===== src/hw/acs_pkg.sv =====
// acs_pkg: register offsets, field positions, reset values and timing counts
// for the converter sequencer; assumes a 100 MHz core clock.
package acs_pkg;
    // ******************************
    // register offsets
    // ******************************
    localparam logic [2:0] ACS_CTL0_OFS   = 3'h0;
    localparam logic [2:0] ACS_CTL1_OFS   = 3'h1;
    localparam logic [2:0] ACS_DATAH_OFS  = 3'h2;
    localparam logic [2:0] ACS_DATAL_OFS  = 3'h3;
    localparam logic [2:0] ACS_STATUS_OFS = 3'h4;
    // ******************************
    // field positions
    // ******************************
    localparam int ACS_CTL0_ANALOG_INPUT_SELECT_LSB = 0;  // analog_input_select [3:0]
    localparam int ACS_CTL0_REFL_BIT  = 4;  // ref_level_lo_bit
    localparam int ACS_CTL0_REFO_BIT  = 5;  // ref_pin_output
    localparam int ACS_CTL0_CONTINUOUS_SELECT_BIT  = 6;  // continuous_select
    localparam int ACS_CTL0_CEN_BIT   = 7;  // conv_enable
    localparam int ACS_CTL1_MODE_LSB  = 0;  // input_stage_mode [2:0]
    localparam int ACS_CTL1_REFH_BIT  = 7;  // ref_level_hi_bit
    localparam int ACS_DATAL_OVF_BIT  = 0;  // hw_overflow_flag
    // ******************************
    // reset values and codes
    // ******************************
    localparam logic [7:0]  ACS_CTL0_RST     = 8'h00;
    localparam logic [7:0]  ACS_CTL1_RST     = 8'h00;
    localparam logic [12:0] ACS_RESULT_RST   = 13'h0000;
    localparam logic [3:0]  ACS_ANALOG_INPUT_SELECT_OFFSET_CAL_VALUE = 4'h8;
    // ******************************
    // timing
    // ******************************
    localparam int ACS_CLK_MHZ         = 100;
    localparam int ACS_IDLE_CYC        = 160;
    localparam int ACS_PWRUP_CYC       = 40;
    localparam int ACS_SINGLE_CYC      = 5129;
    localparam int ACS_CONTINUOUS_SELECT_CYC        = 256;
    localparam logic [12:0] ACS_SINGLE_LAST = 13'(ACS_SINGLE_CYC - 1);
    localparam logic [12:0] ACS_CONTINUOUS_SELECT_LAST   = 13'(ACS_CONTINUOUS_SELECT_CYC - 1);
    localparam logic [12:0] ACS_PWRUP_LAST  = 13'(ACS_PWRUP_CYC - 1);
    localparam logic [7:0]  ACS_IDLE_LAST   = 8'(ACS_IDLE_CYC - 1);

    typedef enum logic [1:0] {
        ACS_IDLE  = 2'b00,
        ACS_PWRUP = 2'b01,
        ACS_CONV  = 2'b10
    } acs_state_t;
endpackage


===== src/hw/acs_sequencer.sv =====
// acs_sequencer: conversion sequencer for a sigma-delta converter.
// assumes modulator outputs arrive from another domain (synchronised here)
// and the interrupt controller samples irq on core_clk.
// Operation
// - store 13-bit result across high/low bytes
// - power down after 160 idle cycles
// - powered-down request waits 40 cycles first
// - single conversion lasts 5129 cycles
// - enable bit reads 1 until the first result
// - single-shot does one conversion then stops
// - continuous bit selects single or continuous
// - enable write starts, config same write
// - continuous clears enable after first result
// - continuous results every 256 cycles after first
// - each new result overwrites old
// - interrupt request after every conversion
// - idle converter raises no new requests
// - overflow flag invalidates other result bits
// - offset-cal code shorts differential inputs
// - reference code split across two registers
// - input field steers the multiplexer
//
// The strobed register port and the register offsets were decided locally.
`timescale 1ns/10ps
`default_nettype none
module acs_sequencer
    import acs_pkg::*;
(
    input  wire logic        core_clk,
    input  wire logic        resetn,
    input  wire logic [2:0]  reg_addr,
    input  wire logic [7:0]  reg_wdata,
    input  wire logic        reg_wr,
    input  wire logic        reg_rd,
    output logic      [7:0]  reg_rdata,
    input  wire logic [12:0] mod_sample,
    input  wire logic        mod_overrange,
    output logic      [3:0]  mux_select,
    output logic      [2:0]  input_stage_mode,
    output logic      [1:0]  ref_level,
    output logic             ref_pin_output,
    output logic             offset_short,
    output logic             analog_powered,
    output logic             conv_active,
    output logic             conv_done_irq
);
    // ******************************
    // registers
    // ******************************
    logic [3:0]  analog_input_select_r;
    logic        refl_r;
    logic        refo_r;
    logic        continuous_select_r;
    logic        cen_r;
    logic [2:0]  mode_r;
    logic        refh_r;
    logic [12:0] result_r;
    logic        ovf_r;
    acs_state_t  state_r;
    logic [12:0] cnt_r;
    logic [7:0]  idle_r;
    logic        powered_r;
    logic        first_r;
    logic        irq_r;
    logic [12:0] samp_s1_r;
    logic [12:0] samp_s2_r;
    logic        ovr_s1_r;
    logic        ovr_s2_r;
    logic [12:0] samp_s3_r;
    logic        ovr_s3_r;
    logic [12:0] samp_hold_r;
    logic        ovr_hold_r;
    logic [7:0]  rdata_r;

    logic wr_ctl0;
    logic wr_ctl1;
    logic start_req;
    logic conv_end;

    // ******************************
    // register write decode
    // ******************************
    // one decoder keeps the strobe qualification identical for both control registers
    function automatic logic acs_wr_hit(input logic       wr_i,
                                        input logic [2:0] addr_i,
                                        input logic [2:0] ofs_i);
        return wr_i && (addr_i == ofs_i);
    endfunction

    assign wr_ctl0   = acs_wr_hit(reg_wr, reg_addr, ACS_CTL0_OFS);
    assign wr_ctl1   = acs_wr_hit(reg_wr, reg_addr, ACS_CTL1_OFS);
    assign start_req = wr_ctl0 && reg_wdata[ACS_CTL0_CEN_BIT];
    assign conv_end  = (state_r == ACS_CONV) &&
                       (cnt_r == (first_r ? ACS_SINGLE_LAST : ACS_CONTINUOUS_SELECT_LAST));

    // ******************************
    // modulator input synchroniser
    // ******************************
    always_ff @(posedge core_clk or negedge resetn) begin
        if (!resetn) begin
            samp_s1_r <= ACS_RESULT_RST;
            samp_s2_r <= ACS_RESULT_RST;
            ovr_s1_r  <= 1'b0;
            ovr_s2_r  <= 1'b0;
            samp_s3_r <= ACS_RESULT_RST;
            ovr_s3_r  <= 1'b0;
        end else begin
            samp_s1_r <= mod_sample;
            samp_s2_r <= samp_s1_r;
            ovr_s1_r  <= mod_overrange;
            ovr_s2_r  <= ovr_s1_r;
            samp_s3_r <= samp_s2_r;
            ovr_s3_r  <= ovr_s2_r;
        end
    end

    // ******************************
    // sample coherence filter
    // ******************************
    // the sample bits are synchronised one by one, so a word caught while the
    // modulator updates may mix old and new bits; only a word that stays the
    // same for two cycles is trusted, at the price of two cycles of latency
    always_ff @(posedge core_clk or negedge resetn) begin
        if (!resetn) begin
            samp_hold_r <= ACS_RESULT_RST;
            ovr_hold_r  <= 1'b0;
        end else if ((samp_s2_r == samp_s3_r) && (ovr_s2_r == ovr_s3_r)) begin
            samp_hold_r <= samp_s2_r;
            ovr_hold_r  <= ovr_s2_r;
        end
    end

    // ******************************
    // control register 0
    // ******************************
    always_ff @(posedge core_clk or negedge resetn) begin
        if (!resetn) begin
            analog_input_select_r <= ACS_CTL0_RST[3:0];
            refl_r  <= ACS_CTL0_RST[ACS_CTL0_REFL_BIT];
            refo_r  <= ACS_CTL0_RST[ACS_CTL0_REFO_BIT];
            continuous_select_r  <= ACS_CTL0_RST[ACS_CTL0_CONTINUOUS_SELECT_BIT];
        end else if (wr_ctl0) begin
            // configuration lands in the same write that starts conversion
            analog_input_select_r <= reg_wdata[ACS_CTL0_ANALOG_INPUT_SELECT_LSB +: 4];
            refl_r  <= reg_wdata[ACS_CTL0_REFL_BIT];
            refo_r  <= reg_wdata[ACS_CTL0_REFO_BIT];
            continuous_select_r  <= reg_wdata[ACS_CTL0_CONTINUOUS_SELECT_BIT];
        end
    end

    // enable bit: set by software, cleared by hardware at completion, so a
    // start written while busy cannot leave it stuck high once idle;
    // a fresh start in the completing cycle wins over the clear
    always_ff @(posedge core_clk or negedge resetn) begin
        if (!resetn) begin
            cen_r <= ACS_CTL0_RST[ACS_CTL0_CEN_BIT];
        end else if (start_req) begin
            cen_r <= 1'b1;
        end else if (conv_end) begin
            cen_r <= 1'b0;
        end
    end

    // ******************************
    // control/status register 1
    // ******************************
    always_ff @(posedge core_clk or negedge resetn) begin
        if (!resetn) begin
            mode_r <= ACS_CTL1_RST[2:0];
            refh_r <= ACS_CTL1_RST[ACS_CTL1_REFH_BIT];
        end else if (wr_ctl1) begin
            mode_r <= reg_wdata[ACS_CTL1_MODE_LSB +: 3];
            refh_r <= reg_wdata[ACS_CTL1_REFH_BIT];
        end
    end

    // ******************************
    // sequencer
    // ******************************
    always_ff @(posedge core_clk or negedge resetn) begin
        if (!resetn) begin
            state_r <= ACS_IDLE;
            cnt_r   <= 13'h0000;
            first_r <= 1'b0;
        end else begin
            case (state_r)
                ACS_IDLE: begin
                    cnt_r <= 13'h0000;
                    if (start_req) begin
                        first_r <= 1'b1;
                        // powered-down start pays the warm-up first
                        state_r <= powered_r ? ACS_CONV : ACS_PWRUP;
                    end
                end
                ACS_PWRUP: begin
                    if (cnt_r == ACS_PWRUP_LAST) begin
                        cnt_r   <= 13'h0000;
                        state_r <= ACS_CONV;
                    end else begin
                        cnt_r <= cnt_r + 13'h0001;
                    end
                end
                ACS_CONV: begin
                    if (conv_end) begin
                        cnt_r   <= 13'h0000;
                        // a start landing on the completing cycle is taken
                        // as a fresh full conversion rather than lost
                        first_r <= start_req;
                        // continuous keeps going at the short interval
                        if (!continuous_select_r && !start_req) begin
                            state_r <= ACS_IDLE;
                        end
                    end else begin
                        cnt_r <= cnt_r + 13'h0001;
                    end
                end
                default: begin
                    state_r <= ACS_IDLE;
                    cnt_r   <= 13'h0000;
                    first_r <= 1'b0;
                end
            endcase
        end
    end

    // ******************************
    // automatic powerdown
    // ******************************
    always_ff @(posedge core_clk or negedge resetn) begin
        if (!resetn) begin
            idle_r    <= 8'h00;
            powered_r <= 1'b0;
        end else if (state_r != ACS_IDLE) begin
            idle_r    <= 8'h00;
            powered_r <= 1'b1;
        end else if (start_req) begin
            idle_r <= 8'h00;
        end else if (powered_r) begin
            if (idle_r == ACS_IDLE_LAST) begin
                idle_r    <= 8'h00;
                powered_r <= 1'b0;
            end else begin
                idle_r <= idle_r + 8'h01;
            end
        end
    end

    // ******************************
    // result and interrupt
    // ******************************
    always_ff @(posedge core_clk or negedge resetn) begin
        if (!resetn) begin
            result_r <= ACS_RESULT_RST;
            ovf_r    <= 1'b0;
        end else if (conv_end) begin
            result_r <= samp_hold_r;
            ovf_r    <= ovr_hold_r;
        end
    end

    // only completions raise a pulse, so an idle converter stays quiet;
    // delivery to the controller is its own latch, never cleared from here
    always_ff @(posedge core_clk or negedge resetn) begin
        if (!resetn) begin
            irq_r <= 1'b0;
        end else begin
            irq_r <= conv_end;
        end
    end

    // ******************************
    // register read port
    // ******************************
    always_ff @(posedge core_clk or negedge resetn) begin
        if (!resetn) begin
            rdata_r <= 8'h00;
        end else if (reg_rd) begin
            case (reg_addr)
                ACS_CTL0_OFS:   rdata_r <= {cen_r, continuous_select_r, refo_r, refl_r, analog_input_select_r};
                ACS_CTL1_OFS:   rdata_r <= {refh_r, 4'h0, mode_r};
                ACS_DATAH_OFS:  rdata_r <= result_r[12:5];
                ACS_DATAL_OFS:  rdata_r <= {result_r[4:0], 2'b00, ovf_r};
                ACS_STATUS_OFS: rdata_r <= {5'h00, powered_r, state_r};
                default:        rdata_r <= 8'h00;
            endcase
        end else begin
            rdata_r <= 8'h00;
        end
    end

    // ******************************
    // outputs to analog side
    // ******************************
    assign reg_rdata        = rdata_r;
    assign mux_select       = analog_input_select_r;
    assign input_stage_mode = mode_r;
    assign ref_level        = {refh_r, refl_r};
    assign ref_pin_output   = refo_r;
    assign offset_short     = (analog_input_select_r == ACS_ANALOG_INPUT_SELECT_OFFSET_CAL_VALUE);
    assign analog_powered   = powered_r;
    assign conv_active      = (state_r == ACS_CONV);
    assign conv_done_irq    = irq_r;
endmodule
`default_nettype wire


===== config.mk =====
export PLATFORM = sky130hd
export DESIGN_NAME = acs_sequencer
export DESIGN_NICKNAME = d
export VERILOG_FILES = /design/src/hw/acs_pkg.sv /design/src/hw/acs_sequencer.sv
export SDC_FILE = /design/constraint.sdc
export NUM_CORES = 1
export LEC_CHECK = 0
export BUFFER_PORTS_ARGS = -buffer_cell sky130_fd_sc_hd__buf_2
export CORE_ASPECT_RATIO = 1.4
export CORE_MARGIN = 5
export CORE_UTILIZATION = 40
export CTS_BUF_LIST = sky130_fd_sc_hd__clkbuf_4 sky130_fd_sc_hd__clkbuf_8
export CTS_CLUSTER_SIZE = 24
export DETAILED_ROUTE_END_ITERATION = 16
export GPL_TIMING_DRIVEN = 0
export PLACE_DENSITY = 0.62
export SLEW_MARGIN = 10
export SYNTH_ARGS = -nofsm -noshare
export SYNTH_HDL_FRONTEND = slang
export SYNTH_SLANG_ARGS = --single-unit

===== constraint.sdc =====
create_clock -name core_clk -period 2.4 [get_ports core_clk]
set_clock_uncertainty 0.2 [all_clocks]
set_input_delay 0.24 -clock core_clk [delete_from_list [all_inputs] [get_ports core_clk]]
set_output_delay 0.24 -clock core_clk [all_outputs]
set_load 0.02 [all_outputs]

==> out/metrics.yaml <==
status: "completed"
preCtsSetupSlack_ns: -0.274
place_congestion: 0.783
fillers: 1023
syn_nets: 391
avgRoutedWirePerCell_um: 13.5
routed_wirelength_um: 8280
rr_worst_depth: 5
clk-insertion-delay-late_ns: 0.42
critPathTopFamily: "simple AND/OR/NAND/NOR gates"
minimum_period_implied_by_the_final_worst_setup_slack_ns: 2.30
synthMostInstantiatedCell: "sky130_fd_sc_hd__dfrtp_1"
antenna_cell_count: 0
netlist.area_leader.share: 0.631
drive_gt1_frac: 0.225
timing.fmax_mhz: 435
gr-max-usage-layer: "met2"
synth_cell_types: 44
asyncSetResetFlopFracSynth: 1.00
ys.flop_type: "sky130_fd_sc_hd__dfrtp_1"
port_buffers: 48
max-slew-margin-rel: 0.385
grt_pass1_wl_um: 14100
drv.max_cap_violation_count: 0
dr_total_vias: 2951
path_class: "flip-flop to flip-flop"
clk_root_buffer_cell: "sky130_fd_sc_hd__clkbuf_8"
critical_path_endpoint_category: "flip-flop"
hold-path-cell-count: 3
start_kind: "flip-flop"
hold_viol_final: 0
timing.critical_path.slowest_stage_cell: "sky130_fd_sc_hd__or4b_1"
clkTransAtPathRegs_ns: 0.07
ctsLongestPathBuffers: 2
p_leak_nw: 2.76
starting_utilization_of_the_core_area: 0.407
critical_path.max_stage_delay_ns: 0.55
worstPathMaxFanout: 10
detailed_place_hpwl_um: 5730
cts-buffers-inserted: 17
grt_ovf: 0
p_per_area_nw_per_um2: 782
drc: 0
report.final.slew_viol_count: 0
peakVddDrop_mv: 0.318
synth_largest_area_cell: "sky130_fd_sc_hd__dfrtp_1"
detailed_place.area_um2: 5050
grt_util_met2: 0.211
final_area_um2: 5810
synth-warning-count: 0
placement_rows: 46
use_met1: 0.157
initial_antenna_violation_count: 0
drt-vias-per-instance: 4.80
dieWidth_um: 101
min_period_over_period: 0.959
main_area_contributors_after_synthesis: "sky130_fd_sc_hd__dfrtp_1 (63%), sky130_fd_sc_hd__mux2_1 (7.8%), sky130_fd_sc_hd__xor2_1 (4.0%)"
synth_seq_cells: 116
post_synth.cell_area_avg_um2: 12.9
post_synth_inst_count: 357
tritoncts_num_sinks: 116
grt.total_usage: 0.132
finish.utilization: 0.515
die_area_um2: 13800
max_slew.worst_pin.slew_ns: 0.919
largest_net_degree_at_the_start_of_global_routing: 63
cp.required_ns: 2.50
synth_enable_flop_cells: 0
synthesis.area_um2: 4600
core_um2: 11300
areaGrowthSynthToFinish_pct: 26.3
vias_in_the_first_global_route: 3058
critical_path.n_buffers_inverters: 1
worstSetupPathDepth: 5
synth.yosys.seq_area_share: 0.631
setup_tns_final_ns: 0
route.antenna.remaining_nets: 0
critical_path_cell_list: "or4b_1 > o22ai_2 > nand4_4 > buf_4 > mux2_1"
final_net_count: 492
detail_route.first_pass.iterations: 4
grtUsageMet3: 0.0464
tritoncts: "yes"
chipHeight_um: 137
h_tree_depth: 4
synthTopCellsByCount: "sky130_fd_sc_hd__dfrtp_1 (116), sky130_fd_sc_hd__nand2_1 (35), sky130_fd_sc_hd__mux2_1 (32), sky130_fd_sc_hd__nor2_1 (32), sky130_fd_sc_hd__xor2_1 (21)"
io_pins: 51
total_power_consumption_mw: 4.54
rsz0062_at_grt: "false"
min-delay-path-class: "input port to flip-flop"
first_iter_violations: 112
finalSetupViolations: 0
cp_data_arrival_time_ns: 2.40
final_critical_path_setup_slack_ns: 0.0991
-- per-layer routing --
| layer | part of all wire | up-vias |
|---|---|---|
| li1 | - | 1444 |
| met1 | 0.42 | 1423 |
| met2 | 0.50 | 72 |
| met3 | 0.058 | 12 |
| met4 | 0.019 | 0 |
| met5 | 0 | - |
-- worst reg2reg max path: stages, from the launching register on --
cell	delay, ns
sky130_fd_sc_hd__dfrtp_1	0.42
sky130_fd_sc_hd__or4b_1	0.55
sky130_fd_sc_hd__o22ai_2	0.27
sky130_fd_sc_hd__nand4_4	0.20
sky130_fd_sc_hd__buf_4	0.24
sky130_fd_sc_hd__mux2_1	0.32
-- where the power goes --
group | total, mW | leakage (nW) | internal [mW] | switching (mW)
logic | 0.673 | 1.08 | 0.289 | 0.384
clock network | 1.68 | 0.188 | 0.913 | 0.763
registers | 2.19 | 1.49 | 2.08 | 0.109
total | 4.54 | 2.76 | 3.28 | 1.26
-- cell usage in the layout, fill, tap and decap left out, types with 6 or more instances in the layout --
cell and n:
sky130_fd_sc_hd__inv_1 6, sky130_fd_sc_hd__o21ai_1 8, sky130_fd_sc_hd__nand2_1 35, sky130_fd_sc_hd__dfrtp_1 116, sky130_fd_sc_hd__xor2_1 21, sky130_fd_sc_hd__xnor2_1 8
sky130_fd_sc_hd__buf_2 48, sky130_fd_sc_hd__nand4_1 7, sky130_fd_sc_hd__mux2_1 32, sky130_fd_sc_hd__nand3_1 12, sky130_fd_sc_hd__clkbuf_8 20, sky130_fd_sc_hd__dlygate4sd3_1 32
sky130_fd_sc_hd__nor2_1 32
-- area by class of cell --
class | instances | area [µm²] | area share
clock buffers | 21 | 283 | 0.0487
clock inverters | 11 | 101 | 0.0175
repair buffers | 82 | 602 | 0.104
plain buffers | 11 | 68.8 | 0.0119
well taps | 144 | 180 | 0.0310
multi-input cells | 224 | 1650 | 0.283
flip-flops and latches | 116 | 2900 | 0.500
inverters | 6 | 22.5 | 0.00388
-- final timing paths --
path | startpoint | to | slack [ns]
worst min register to register | samp_s1_r[4]$_DFF_PN0_ | samp_s2_r[4]$_DFF_PN0_ | 0.15
worst max-delay path | cnt_r[2]$_DFF_PN0_ | result_r[7]$_DFFE_PN0P_ | 0.1
max in group asynchronous | resetn | cnt_r[7]$_DFF_PN0_ | 1.20
min in group asynchronous | resetn | reg_rdata[4]$_DFF_PN0_ | 0.13
worst max register to register | cnt_r[2]$_DFF_PN0_ | result_r[7]$_DFFE_PN0P_ | 0.1
worst min-delay path | reg_addr[2] | reg_rdata[3]$_DFF_PN0_ | 0.06
-- cell families after synthesis --
| group | after synthesis | synth area share |
|---|---|---|
| flops | 116 | 0.631 |
| compound gates | 28 | 0.0427 |
| xor+xnor | 29 | 0.0553 |
| mux | 43 | 0.109 |
| simple gates | 119 | 0.129 |
| fa+ha+maj | 5 | 0.0136 |
| buf+inv | 17 | 0.0188 |
-- state kept, by name (all words and copies together), names as in the netlist, 4 cells and up --
name	flops
samp_s2_r	13
idle_r	8
mux_select	4
result_r	13
reg_rdata	8
samp_s3_r	13
samp_s1_r	13
samp_hold_r	13
cnt_r	13
-- repair_timing --
| action | in CTS | in global routing |
|---|---|---|
| setup buffers | 0 | 1 |
| resized for setup | 2 | 6 |
| endpoints found under the setup margin | 19 | 20 |
| pin swaps | 1 | 1 |
| hold buffers | 32 | 0 |
| endpoints found under the hold margin | 90 | 0 |
-- metrics by stage --
stage                     std cells  hold slack [ns]
after floorplan                 357           -0.256
after global placement          549            0.135
after detailed placement        550           0.0284
after CTS                       614           0.0458
after global routing            615           0.0678
final                           615           0.0620
Power figures use the tool's default switching activity.
